File: src/atx_pkg.sv
// Constants and types for the ADC-to-XRAM DMA control block
// How it works
// - Any enabled interrupt condition raises the single DMA interrupt request.
// - Operations-complete flag sets once all work is done and engine idle; sticky.
// - Second converter error flag sets when a result is lost; sticky.
// - First converter error flag sets when a result is lost; sticky.
// - Second converter warning sets when result arrives with buffer still full.
// - First converter warning sets when result arrives with buffer still full.
// - Warning flags interrupt only while the shared warning enable is set.
// - Repeat-overflow flag sets at end of count; interrupts if its enable set.
// - End-of-operation flag sets on an end instruction; interrupts if enabled.
// - Each converter path is double-buffered; buffer drains at first chance.
// - No copy into a buffer until its old word has gone out.
// - Second result while buffer full overwrites data register and flags error.
// - Run bit write 1 starts, 0 stops; reads 1 while busy.
// - Mode bit selects sequencing mode 0 or mode 1.
// - Handoff bit 1 gives off-chip XRAM to the core; off-chip writes wait.
// - Off-chip busy bit reads 1 during a DMA off-chip access; read-only.
// - Buffer index is 6 bits and steps after each data port access.
// - Instruction bits: continuous, differential, second, first; low nibble zero.
// - Differential plus first-converter stores only the differential word.
// - Continuous bit ignores the repeat counter and runs on.
// - Start boundary holds the 6-bit first instruction address.
// - Instruction RAM is not reset; contents undefined until written.
// - Write pointer loads from start address at enable, steps 2 per word.
// - Repeat counter loads from the limit at operation start.
package atx_pkg;
	// Register offsets on the special function register port
	localparam logic [7:0] OFS_CTRL = 8'hD8;
	localparam logic [7:0] OFS_DAL = 8'hD9;
	localparam logic [7:0] OFS_DAH = 8'hDA;
	localparam logic [7:0] OFS_DSL = 8'hDB;
	localparam logic [7:0] OFS_DSH = 8'hDC;
	localparam logic [7:0] OFS_IPT = 8'hDD;
	localparam logic [7:0] OFS_IDT = 8'hDE;
	localparam logic [7:0] OFS_CFG = 8'hF8;
	localparam logic [7:0] OFS_CTL = 8'hF9;
	localparam logic [7:0] OFS_CTH = 8'hFA;
	localparam logic [7:0] OFS_CSL = 8'hFB;
	localparam logic [7:0] OFS_CSH = 8'hFC;
	localparam logic [7:0] OFS_BND = 8'hFD;
	// Control register bits
	localparam int B_RUN = 7;
	localparam int B_OPC = 6;
	localparam int B_MODE = 5;
	localparam int B_ERR1 = 4;
	localparam int B_ERR0 = 3;
	localparam int B_WEN = 2;
	localparam int B_WARN1 = 1;
	localparam int B_WARN0 = 0;
	// Configuration register bits
	localparam int B_HALT = 7;
	localparam int B_XBY = 6;
	localparam int B_CIE = 3;
	localparam int B_CI = 2;
	localparam int B_EOE = 1;
	localparam int B_EO = 0;
	// Instruction word bits
	localparam int B_CONTINUOUS_CONVERSION = 7;
	localparam int B_DIFF = 6;
	localparam int B_SEC = 5;
	localparam int B_FIRST = 4;
	// Sizes, steps and reset values
	localparam int IDX_W = 6;
	localparam int FIFO_DEPTH = 4;
	localparam logic [15:0] PTR_STEP = 16'h0002;
	localparam logic [15:0] REP_ONE = 16'h0001;
	localparam logic [7:0] RST_BYTE = 8'h00;
	localparam logic [15:0] ONCHIP_TOP = 16'h1000;
	// One XRAM word write
	typedef struct packed {
		logic [15:0] addr;
		logic [15:0] data;
	} atx_xfer_t;
	typedef enum logic [2:0] {
		ST_IDLE,
		ST_FETCH,
		ST_WAIT,
		ST_NEXT,
		ST_DRAIN
	} atx_state_t;
endpackage

File: src/atx_dma.sv
// Instruction-driven DMA from two converters into XRAM, with its FIFO
`timescale 1ns/1ps

// ----------------------------------------
// Small FIFO between converter buffers and XRAM
// ----------------------------------------
module atx_fifo #(
	parameter int WIDTH = 32,
	parameter int DEPTH = 4
) (
	// Clock and reset
	input wire logic clk,
	input wire logic rst_n,
	// Fill side
	input wire logic in_valid,
	output logic in_ready,
	input wire logic [WIDTH-1:0] in_data,
	// Drain side
	output logic out_valid,
	input wire logic out_ready,
	output logic [WIDTH-1:0] out_data,
	output logic empty
);
	localparam int AW = $clog2(DEPTH);
	logic [WIDTH-1:0] mem [DEPTH];
	logic [AW:0] wr_q, rd_q;
	wire push = in_valid & in_ready;
	wire pop = out_valid & out_ready;
	// Extra pointer bit tells full from empty
	assign empty = (wr_q == rd_q);
	assign in_ready = ~((wr_q[AW-1:0] == rd_q[AW-1:0]) & (wr_q[AW] != rd_q[AW]));
	assign out_valid = ~empty;
	assign out_data = mem[rd_q[AW-1:0]];
	// Pointers
	always_ff @(posedge clk) begin
		if (!rst_n) begin
			wr_q <= '0;
			rd_q <= '0;
		end else begin
			if (push) wr_q <= wr_q + 1'b1;
			if (pop) rd_q <= rd_q + 1'b1;
		end
	end
	// Storage needs no reset
	always_ff @(posedge clk) begin
		if (push) mem[wr_q[AW-1:0]] <= in_data;
	end
endmodule

// ----------------------------------------
// DMA control, status and data path
// ----------------------------------------
module atx_dma (
	// Clock and reset
	input wire logic CLK_SYS,
	input wire logic RESETN,
	// Special function register port
	input wire logic [7:0] SFR_ADDR,
	input wire logic SFR_WR,
	input wire logic SFR_RD,
	input wire logic [7:0] SFR_WDATA,
	output logic [7:0] SFR_RDATA,
	// Converter results
	input wire logic FIRST_CONVERTER_DONE,
	input wire logic [15:0] FIRST_CONVERTER_RESULT,
	input wire logic SECOND_CONVERTER_DONE,
	input wire logic [15:0] SECOND_CONVERTER_RESULT,
	// XRAM write port
	output logic XRAM_VALID,
	input wire logic XRAM_READY,
	output logic [15:0] XRAM_ADDR,
	output logic [15:0] XRAM_DATA,
	output logic XRAM_OFFCHIP,
	// Interrupt request
	output logic DMA_IRQ
);
	localparam int IDXW = atx_pkg::IDX_W;
	atx_pkg::atx_state_t st_q;
	logic [7:0] instr_mem [64];
	logic [7:0] instr_q;
	logic [IDXW-1:0] ipt_q, bnd_q, isw_q;
	logic [7:0] dal_q, dah_q, ctl_q, cth_q, ctrl_rd, cfg_rd;
	logic [15:0] ptr_q, rep_q;
	logic mode_q, wen_q, halt_q, cie_q, eoe_q;
	logic opc_q, ci_q, eo_q, irq_q;
	logic [1:0] warn_q, err_q, need_q, warn_set, err_set, pop, cap_en, done;
	logic [15:0] result [2];
	logic [15:0] buf_q [2];
	logic [1:0] bval_q;
	atx_pkg::atx_xfer_t push_x, head_x;
	logic fifo_ready, fifo_empty, head_valid;

	// Address match, used for reads and writes
	function automatic logic hit(input logic [7:0] a, input logic [7:0] ofs);
		return a == ofs;
	endfunction

	// Register port decode
	wire wr_ctrl = SFR_WR & hit(SFR_ADDR, atx_pkg::OFS_CTRL);
	wire wr_cfg = SFR_WR & hit(SFR_ADDR, atx_pkg::OFS_CFG);
	wire acc_idt = (SFR_WR | SFR_RD) & hit(SFR_ADDR, atx_pkg::OFS_IDT);
	wire busy = (st_q != atx_pkg::ST_IDLE);
	wire start = wr_ctrl & SFR_WDATA[atx_pkg::B_RUN] & ~busy;
	wire stop = wr_ctrl & ~SFR_WDATA[atx_pkg::B_RUN];

	// Instruction fields; differential rides on the first converter's port
	wire i_continuous_conversion = instr_q[atx_pkg::B_CONTINUOUS_CONVERSION];
	wire i_need0 = instr_q[atx_pkg::B_DIFF] | instr_q[atx_pkg::B_FIRST];
	wire i_need1 = instr_q[atx_pkg::B_SEC];
	wire [7:0] mem_word = instr_mem[isw_q];
	wire mem_need0 = mem_word[atx_pkg::B_DIFF] | mem_word[atx_pkg::B_FIRST];
	wire mem_need1 = mem_word[atx_pkg::B_SEC];
	wire fetched_eop = ~(mem_need0 | mem_need1);
	wire [15:0] rep_dec = rep_q - atx_pkg::REP_ONE;
	wire rep_end = (rep_q == atx_pkg::REP_ONE);

	// Buffer to FIFO selection, first converter wins a tie
	assign pop[0] = bval_q[0] & need_q[0] & fifo_ready;
	assign pop[1] = bval_q[1] & need_q[1] & fifo_ready & ~pop[0];
	assign push_x.addr = ptr_q;
	assign push_x.data = pop[0] ? buf_q[0] : buf_q[1];
	assign done = {SECOND_CONVERTER_DONE, FIRST_CONVERTER_DONE};
	assign result[0] = FIRST_CONVERTER_RESULT;
	assign result[1] = SECOND_CONVERTER_RESULT;
	assign cap_en = (st_q == atx_pkg::ST_WAIT) ? need_q : 2'b00;

	// ----------------------------------------
	// Double-buffered converter paths
	// ----------------------------------------
	genvar gi;
	generate
		for (gi = 0; gi < 2; gi++) begin : g_conv
			logic [15:0] dreg_q;
			logic dpend_q;
			wire arrive = done[gi] & cap_en[gi];
			// Overflow detection on a fresh result
			assign warn_set[gi] = arrive & bval_q[gi] & ~pop[gi] & ~dpend_q;
			assign err_set[gi] = arrive & bval_q[gi] & ~pop[gi] & dpend_q;
			// Buffer takes a result only once its previous word has left
			always_ff @(posedge CLK_SYS) begin
				if (!RESETN || !busy) begin
					bval_q[gi] <= 1'b0;
					dpend_q <= 1'b0;
					buf_q[gi] <= '0;
					dreg_q <= '0;
				end else if (arrive && (!bval_q[gi] || (pop[gi] && !dpend_q))) begin
					buf_q[gi] <= result[gi];
					bval_q[gi] <= 1'b1;
				end else if (arrive && pop[gi]) begin
					buf_q[gi] <= dreg_q;
					dreg_q <= result[gi];
				end else if (arrive) begin
					dreg_q <= result[gi];
					dpend_q <= 1'b1;
				end else if (pop[gi]) begin
					bval_q[gi] <= dpend_q;
					buf_q[gi] <= dreg_q;
					dpend_q <= 1'b0;
				end
			end

		end
	endgenerate

	// ----------------------------------------
	// FIFO and XRAM port
	// ----------------------------------------
	atx_fifo #(.WIDTH($bits(atx_pkg::atx_xfer_t)), .DEPTH(atx_pkg::FIFO_DEPTH)) u_fifo (
		.clk(CLK_SYS),
		.rst_n(RESETN),
		.in_valid(pop[0] | pop[1]),
		.in_ready(fifo_ready),
		.in_data(push_x),
		.out_valid(head_valid),
		.out_ready(XRAM_READY & XRAM_VALID),
		.out_data(head_x),
		.empty(fifo_empty)
	);
	// Off-chip writes stall while the core owns the external bus
	assign XRAM_OFFCHIP = (head_x.addr >= atx_pkg::ONCHIP_TOP);
	assign XRAM_VALID = head_valid & ~(XRAM_OFFCHIP & halt_q);
	assign XRAM_ADDR = head_x.addr;
	assign XRAM_DATA = head_x.data;

	// ----------------------------------------
	// Sequencer
	// ----------------------------------------
	always_ff @(posedge CLK_SYS) begin
		if (!RESETN) begin
			st_q <= atx_pkg::ST_IDLE;
			isw_q <= '0;
			instr_q <= atx_pkg::RST_BYTE;
			need_q <= 2'b00;
			rep_q <= '0;
			ptr_q <= '0;
		end else if (start) begin
			st_q <= atx_pkg::ST_FETCH;
			isw_q <= bnd_q;
			rep_q <= {cth_q, ctl_q};
			ptr_q <= {dah_q, dal_q};
		end else if (stop) begin
			st_q <= atx_pkg::ST_IDLE;
			// A word pushed in the stop cycle still lands, so the pointer must follow it
			if (pop[0] | pop[1]) ptr_q <= ptr_q + atx_pkg::PTR_STEP;
		end else begin
			if (pop[0] | pop[1]) ptr_q <= ptr_q + atx_pkg::PTR_STEP;
			need_q <= need_q & ~pop;
			case (st_q)
				atx_pkg::ST_FETCH: begin
					instr_q <= mem_word;
					need_q <= {mem_need1, mem_need0};
					if (!fetched_eop) begin
						st_q <= atx_pkg::ST_WAIT;
					end else begin
						isw_q <= bnd_q;
						if (mem_word[atx_pkg::B_CONTINUOUS_CONVERSION]) st_q <= atx_pkg::ST_FETCH;
						else if (mode_q || rep_end) st_q <= atx_pkg::ST_DRAIN;
						else rep_q <= rep_dec;
					end
				end
				atx_pkg::ST_WAIT: begin
					if (need_q == 2'b00) st_q <= atx_pkg::ST_NEXT;
				end
				atx_pkg::ST_NEXT: begin
					st_q <= atx_pkg::ST_FETCH;
					if (!mode_q) begin
						isw_q <= isw_q + 1'b1;
					end else if (!i_continuous_conversion) begin
						rep_q <= rep_end ? {cth_q, ctl_q} : rep_dec;
						if (rep_end) isw_q <= isw_q + 1'b1;
					end
				end
				atx_pkg::ST_DRAIN: begin
					if (fifo_empty) st_q <= atx_pkg::ST_IDLE;
				end
				default: st_q <= atx_pkg::ST_IDLE;
			endcase
		end
	end

	// Event strobes feeding the sticky flags
	wire ev_eop = (st_q == atx_pkg::ST_FETCH) & fetched_eop & ~stop & ~start;
	wire ev_rep_fetch = ev_eop & ~mem_word[atx_pkg::B_CONTINUOUS_CONVERSION] & ~mode_q & rep_end;
	wire ev_rep_next = (st_q == atx_pkg::ST_NEXT) & mode_q & ~i_continuous_conversion & rep_end & ~stop;
	wire ev_rep = ev_rep_fetch | ev_rep_next;
	wire ev_done = (st_q == atx_pkg::ST_DRAIN) & fifo_empty & ~stop;

	// Sticky flag update: a set wins over a software clear
	function automatic logic sticky(input logic q, input logic set, input logic wr, input logic wbit);
		return set | (q & ~(wr & ~wbit));
	endfunction

	// ----------------------------------------
	// Registers
	// ----------------------------------------
	always_ff @(posedge CLK_SYS) begin
		if (!RESETN) begin
			{mode_q, wen_q, halt_q, cie_q, eoe_q} <= '0;
			{opc_q, ci_q, eo_q, irq_q} <= '0;
			warn_q <= 2'b00;
			err_q <= 2'b00;
			{dal_q, dah_q, ctl_q, cth_q} <= '0;
			ipt_q <= '0;
			bnd_q <= '0;
		end else begin
			opc_q <= sticky(opc_q, ev_done, wr_ctrl, SFR_WDATA[atx_pkg::B_OPC]);
			err_q[1] <= sticky(err_q[1], err_set[1], wr_ctrl, SFR_WDATA[atx_pkg::B_ERR1]);
			err_q[0] <= sticky(err_q[0], err_set[0], wr_ctrl, SFR_WDATA[atx_pkg::B_ERR0]);
			warn_q[1] <= sticky(warn_q[1], warn_set[1], wr_ctrl, SFR_WDATA[atx_pkg::B_WARN1]);
			warn_q[0] <= sticky(warn_q[0], warn_set[0], wr_ctrl, SFR_WDATA[atx_pkg::B_WARN0]);
			ci_q <= sticky(ci_q, ev_rep, wr_cfg, SFR_WDATA[atx_pkg::B_CI]);
			eo_q <= sticky(eo_q, ev_eop, wr_cfg, SFR_WDATA[atx_pkg::B_EO]);
			irq_q <= opc_q | (|err_q) | (wen_q & (|warn_q)) | (cie_q & ci_q) | (eoe_q & eo_q);
			if (wr_ctrl) begin
				mode_q <= SFR_WDATA[atx_pkg::B_MODE];
				wen_q <= SFR_WDATA[atx_pkg::B_WEN];
			end
			if (wr_cfg) begin
				halt_q <= SFR_WDATA[atx_pkg::B_HALT];
				cie_q <= SFR_WDATA[atx_pkg::B_CIE];
				eoe_q <= SFR_WDATA[atx_pkg::B_EOE];
			end
			if (SFR_WR && hit(SFR_ADDR, atx_pkg::OFS_DAL)) dal_q <= SFR_WDATA;
			if (SFR_WR && hit(SFR_ADDR, atx_pkg::OFS_DAH)) dah_q <= SFR_WDATA;
			if (SFR_WR && hit(SFR_ADDR, atx_pkg::OFS_CTL)) ctl_q <= SFR_WDATA;
			if (SFR_WR && hit(SFR_ADDR, atx_pkg::OFS_CTH)) cth_q <= SFR_WDATA;
			if (SFR_WR && hit(SFR_ADDR, atx_pkg::OFS_BND)) bnd_q <= SFR_WDATA[IDXW-1:0];
			if (SFR_WR && hit(SFR_ADDR, atx_pkg::OFS_IPT)) ipt_q <= SFR_WDATA[IDXW-1:0];
			else if (acc_idt) ipt_q <= ipt_q + 1'b1;
		end
	end
	assign DMA_IRQ = irq_q;

	// Instruction RAM has no reset, so reads before a write are undefined
	always_ff @(posedge CLK_SYS) begin
		if (SFR_WR && hit(SFR_ADDR, atx_pkg::OFS_IDT)) instr_mem[ipt_q] <= SFR_WDATA;
	end

	// Read data; reserved configuration bits always read zero
	assign ctrl_rd = {busy, opc_q, mode_q, err_q, wen_q, warn_q};
	assign cfg_rd = {halt_q, XRAM_VALID & XRAM_OFFCHIP, 2'b00, cie_q, ci_q, eoe_q, eo_q};
	always_ff @(posedge CLK_SYS) begin
		if (!RESETN) begin
			SFR_RDATA <= atx_pkg::RST_BYTE;
		end else if (SFR_RD) begin
			case (SFR_ADDR)
				atx_pkg::OFS_CTRL: SFR_RDATA <= ctrl_rd;
				atx_pkg::OFS_CFG: SFR_RDATA <= cfg_rd;
				atx_pkg::OFS_DAL: SFR_RDATA <= dal_q;
				atx_pkg::OFS_DAH: SFR_RDATA <= dah_q;
				atx_pkg::OFS_DSL: SFR_RDATA <= ptr_q[7:0];
				atx_pkg::OFS_DSH: SFR_RDATA <= ptr_q[15:8];
				atx_pkg::OFS_IPT: SFR_RDATA <= {2'b00, ipt_q};
				atx_pkg::OFS_IDT: SFR_RDATA <= instr_mem[ipt_q];
				atx_pkg::OFS_CTL: SFR_RDATA <= ctl_q;
				atx_pkg::OFS_CTH: SFR_RDATA <= cth_q;
				atx_pkg::OFS_CSL: SFR_RDATA <= rep_q[7:0];
				atx_pkg::OFS_CSH: SFR_RDATA <= rep_q[15:8];
				atx_pkg::OFS_BND: SFR_RDATA <= {2'b00, bnd_q};
				default: SFR_RDATA <= atx_pkg::RST_BYTE;
			endcase
		end
	end
endmodule

File: config.mk
export PLATFORM = sky130hd
export DESIGN_NAME = atx_dma
export DESIGN_NICKNAME = d
export VERILOG_FILES = /design/src/atx_pkg.sv /design/src/atx_dma.sv
export SDC_FILE = /design/constraint.sdc
export NUM_CORES = 1
export LEC_CHECK = 0
export BUFFER_PORTS_ARGS = -buffer_cell sky130_fd_sc_hd__buf_2
export CAP_MARGIN = 20
export CORE_MARGIN = 1
export CORE_UTILIZATION = 35
export DETAILED_ROUTE_END_ITERATION = 7
export SYNTH_ARGS = -nofsm -noshare
export SYNTH_HDL_FRONTEND = slang
export SYNTH_SLANG_ARGS = --single-unit
File: constraint.sdc
create_clock -name CLK_SYS -period 5.15 [get_ports CLK_SYS]
set_input_delay 0.515 -clock CLK_SYS [delete_from_list [all_inputs] [get_ports CLK_SYS]]
set_output_delay 0.515 -clock CLK_SYS [all_outputs]
set_load 0.05 [all_outputs]
== Word-level counts from Yosys, hierarchy flattened ==
Memory sizes are Yosys's and may differ from the RTL's. A register that Yosys moved wholly into a read port is not among the register bits.
Cells that the tools add are included.
Storage, ports and cells
  bits in registers: 158
  bits in writable memories: 672
  bits of input ports: 55
  output and inout bits: 43
  logic and storage cells: 337
  memories kept: 3
Memory list
  instr_mem: depth 64, bits a word 8, read ports 2, clocked after memory_dff 2, write ports 1, RTL line atx_dma.sv:79  | logic [7:0] instr_mem [64];
  u_fifo.mem: depth 4, bits a word 32, read ports 1, clocked after memory_dff 1, write ports 1, RTL line atx_dma.sv:25  | logic [WIDTH-1:0] mem [DEPTH];
  buf_q: depth 2, bits a word 16, read ports 2, clocked after memory_dff 0, write ports 2, RTL line atx_dma.sv:88  | logic [15:0] buf_q [2];
Cells by class
  add/subtract/negate cells: 6
  order comparisons: 1
  equal/unequal tests: 39
  mux-type cells: 92
  bitwise operators: 114
  reduce and logical (&&, ||, !) cells: 49
Operator list (count)
  16-bit two-way mux: 21
  8-bit equality test (second input constant): 13
  8-bit one-hot mux with 13 select lines: 1
  6-bit two-way mux: 12
  1-bit AND: 57
  1-bit two-way mux: 46
  1-bit inverter: 33
  16-bit one-hot mux with 2 select lines: 1
  1-bit bitwise OR: 22
  3-bit AND reduction: 7
  16-bit by 2-bit adder with 16-bit output (second input constant): 1
  16-bit by 1-bit equality test with 1-bit output (second input constant): 1
  16-bit by 13-bit greater-or-equal comparator with 1-bit output (second input constant): 1
  4-bit inequality test (second input constant): 4
  2-bit nonzero test: 8
  16-bit by 1-bit subtractor with 16-bit output (second input constant): 1
  3-bit two-way mux: 5
  3-bit inequality test (second input constant): 5
  1-bit logical AND: 13
  6-bit by 1-bit adder with 6-bit output (second input constant): 2
  3-bit one-hot mux with 4 select lines: 1
  6-bit one-hot mux with 2 select lines: 1
  2-bit two-way mux: 4
  2-bit inequality test (second input constant): 4
  other kinds (21): 37

== Longest topological paths before layout ==
  depth in word-level cells: 15
  gate-level depth with buffers: 13
  gate-level depth less buffers: 10

== Cells and area by module ==
A second synthesis with hierarchy kept.
Unflattened totals
  cells, all modules: 2316
  area total of the unflattened synthesis: 35690.5 um^2
Modules (own cells, without submodules)
  atx_dma: times used 1, cells each 2080, area each 30515.5 um^2, sequential area each 19478.7 um^2
  atx_fifo: times used 1, cells each 236, area each 5175.0 um^2, sequential area each 4003.8 um^2

== Least setup slack after synthesis ==
No wires, ideal clock.
  path type: register to register
  start: reg (tool-made name)
  end: reg (tool-made name)
  library setup time: 0.128 ns
  arrival time: 3.580 ns
  data required time: 5.022 ns
  slack: 1.442 ns
  cell stages (with the launch flop): 8
  path buffers: 1
  period minus slack after synthesis: 3.708 ns
  cells stage by stage: dfxtp_1 clkbuf_1 mux4_2 or4_1 a21oi_1 nand2_1 xor2_1 nor2_1

==> flow_metrics.env <==
export IMPL_numCtsBuffers=86
export IMPL_cts_resized=0
export IMPL_synth_ff_type="edfxtp_1"
export IMPL_drv_slew=0
export IMPL_leakagePower_uw=0.0128
export IMPL_cts_clk_slew_worst_paths_ps=60
export IMPL_yosysMostFrequentCell="edfxtp_1"
export IMPL_yosys_top_cells_area="edfxtp_1 (57%), mux4_2 (15%), dfxtp_1 (9.3%), nor2_1 (2.2%), nand2_1 (2.0%)"
export IMPL_yosys_warnings=0
export IMPL_synthCells=2277
export IMPL_synth_nets=2346
export IMPL_crit_top_cell="mux2i_1"
export IMPL_synth_area_mm2=0.0355
export IMPL_drtAntennaViolNets=0
export IMPL_wl_per_cell_um=24.3
export IMPL_initial_core_util=0.354
export IMPL_fin_crit_ps=4020
export IMPL_arrival_ps=4550
export IMPL_postCtsSetupBuffers=0
export IMPL_gp_congestion=0.930
export IMPL_grt_setup_unrepaired="false"
export IMPL_drcViolationCount=0
export IMPL_ios=98
export IMPL_cp_slowest_cell="dfxtp_4"
export IMPL_rows=116
export IMPL_period_share=0.780
export IMPL_hold_viol=0
export IMPL_setup_viol=0
export IMPL_fp_coreArea_mm2=0.100
export IMPL_critPathRequiredTime_ps=5680
export IMPL_drive_above_1_share=0.225
export IMPL_dr_pass1_iters=6
export IMPL_die_x_um=321
export IMPL_fillCellCount=8976
export IMPL_grt_usage=0.179
export IMPL_clk_latency_ps=650
export IMPL_syn_avg_cell_area_um2=15.6
export IMPL_viasPerCell=5.64
export IMPL_drt_wl_total_um=92300
export IMPL_synth_async_reset_ratio=0
export IMPL_ys_ff_latch=837
export IMPL_drt_iter0_markers=2371
export IMPL_power_uw=13800
export IMPL_synth_edf_count=672
export IMPL_synth_seq_area_share=0.661
export IMPL_clock_sinks=837
export IMPL_htree_num_levels=3
export IMPL_die_h_um=321
export IMPL_tightest_slew_ps=1090
export IMPL_area_growth_pct=13.9
export IMPL_synth_top_area_frac=0.568
export IMPL_ys_types=78
export IMPL_fmax_mhz=249
export IMPL_antenna_found_initial=3
export IMPL_powerDensity_mw_per_mm2=342
export IMPL_dp_hpwl_um=62400
export IMPL_peakVddDrop_v=0.000267
export IMPL_crit_path_end="rep_q[2]$_SDFFE_PN0P_"
export IMPL_grt_max_degree=70
export IMPL_grt_first_pass_wirelength_um=139000
export IMPL_r2r_cells=10
export IMPL_setup_worst_path_class="reg2reg"
export IMPL_r2r_end="rep_q[2]$_SDFFE_PN0P_"
export IMPL_max_slew_margin=0.272
export IMPL_port_buffers=97
export IMPL_grt_overflow_total=0
export IMPL_vias=21500
export IMPL_worstHoldPathType="in2reg"
export IMPL_nets=2440
export IMPL_rrSetupSlack_ps=1130
export IMPL_crit_chain="mux4_2 > mux2i_1 > mux2i_1 > o211ai_1 > o311ai_1 > nand4bb_4 > a211oi_2 > buf_4 > o21ai_1 > a32o_1"
export IMPL_cp_end_kind="flop"
export IMPL_finalClockSkew_ps=31.4
export IMPL_cts_root_buf="clkbuf_16"
export IMPL_yosysTopAreaCell="edfxtp_1"
export IMPL_synthTopCellsByCount="edfxtp_1 (672), mux4_2 (232), nor2_1 (208)"
export IMPL_finalSetupTns_ps=0
export IMPL_start_kind="flop"
export IMPL_die_area_mm2=0.103
export IMPL_cts_hold_buffers_added=0
export IMPL_slowest_delay_ps=1010
export IMPL_outcome="finished clean"
export IMPL_grt_pass1_vias=21400
export IMPL_critical_path_max_fanout=69
export IMPL_clk_path_buf_depth=3
export IMPL_cap_violations=0
export IMPL_cts_tree="built"
-- worst min path at each step --
stage                                      from                                to  slack [ps]  cells past startpoint
6_report              FIRST_CONVERTER_RESULT[7]  g_conv[0].dreg_q[7]$_SDFFE_PN0P_         120                      3
4_1_cts               FIRST_CONVERTER_RESULT[6]  g_conv[0].dreg_q[6]$_SDFFE_PN0P_          80                      3
3_5_place_dp   g_conv[0].dreg_q[7]$_SDFFE_PN0P_  g_conv[0].dreg_q[7]$_SDFFE_PN0P_         450                      2
3_3_place_gp   g_conv[0].dreg_q[3]$_SDFFE_PN0P_  g_conv[0].dreg_q[3]$_SDFFE_PN0P_         440                      2
5_1_grt               FIRST_CONVERTER_RESULT[0]  g_conv[0].dreg_q[0]$_SDFFE_PN0P_         110                      3
2_1_floorplan  g_conv[0].dreg_q[0]$_SDFFE_PN0P_  g_conv[0].dreg_q[0]$_SDFFE_PN0P_         440                      2
-- critical path, delay by kind of cell (launching register included) --
kind	cells	cell delay, ps
buf+inv	1	330
flops	1	1010
compound gates	5	1150
simple gates	1	370
mux	3	1010
-- kinds of logic (layout without fill, tap and decap cells) --
logic type,count (synthesis),count (layout),synth area share
AND/OR/NAND/NOR,635,635,0.0820
buffers and inverters,153,320,0.0187
AO/OA/AOI/OAI,332,332,0.0668
multiplexers,281,281,0.161
adder cells (fa/ha/maj),14,14,0.00493
other,0,2,0
flip-flops,837,837,0.661
XOR/XNOR,25,25,0.00616
-- state kept, by name, indices dropped and copies added (netlist names), 6 cells and up, named ones only --
signal	flops
dah_q	8
buf_q	32
ctl_q	8
isw_q	6
cth_q	8
ptr_q	16
u_fifo.mem	128
dal_q	8
g_conv.dreg_q	32
bnd_q	6
instr_mem	512
rep_q	16
SFR_RDATA	8
ipt_q	6
-- cell usage in the layout (no fill, tap or decap), drive strengths merged, types with 7 or more instances in the layout --
cell,synthesis,final
inv,16,20
bufinv,0,9
mux4,232,232
buf,43,141
nand2b,14,14
o22ai,13,13
xnor2,7,7
dfxtp,165,165
mux2i,49,49
o21ai,32,32
o311ai,8,8
or3,13,13
xor2,18,18
nor2b,16,16
nand2,192,192
o31ai,18,18
nor2,208,208
ha,14,14
a31oi,7,7
a211oi,27,27
o221a,10,10
and2,8,8
nand4,13,13
a22o,26,26
nor3,40,40
and3,12,12
nand3,78,78
clkinv,2,35
a21boi,11,11
a22oi,14,14
a222oi,12,12
nor4,10,10
o21a,10,10
edfxtp,672,672
nand3b,7,7
a21oi,92,92
or2,8,8
clkbuf,92,109
-- layout make-up --
cell class | instances | area [µm²] | share of cell area
Sequential cell | 837 | 23500 | 0.580
Multi-Input combinational cell | 1287 | 11400 | 0.282
Clock buffer | 109 | 2330 | 0.0576
Tap cell | 1357 | 1700 | 0.0419
Timing Repair Buffer | 141 | 878 | 0.0217
Clock inverter | 52 | 591 | 0.0146
Inverter | 18 | 67.6 | 0.00167
Antenna cell | 2 | 5.00 | 0.000124
-- metrics by stage --
step           hold WS [ps]  cells  setup WS, ps   util  area [µm²]
3_3_place_gp            442   3637          1200  0.374       37500
6_report                124   3803          1130  0.404       40500
3_5_place_dp            451   3637          1150  0.374       37500
5_1_grt                 111   3801           921  0.404       40500
4_1_cts                84.2   3798          1060  0.403       40500
2_1_floorplan           437   2277          1440      -       35500
-- report_power, final --
part | switching (µW) | internal, µW
Sequential | 4.23 | 7270
Clock | 2670 | 3700
Combinational | 150 | 41.9
Total | 2830 | 11000
-- metal layers --
metal	wire (µm)	GRT usage	part of all wire	vias to the layer above
met1	38400	0.242	0.42	11100
li1	-	-	-	9283
met5	23	0	0.00025	-
met3	6340	0.0289	0.069	181
met2	44600	0.295	0.48	935
met4	2990	0.0566	0.032	4
No activity file was read; power rests on OpenSTA's default activity.
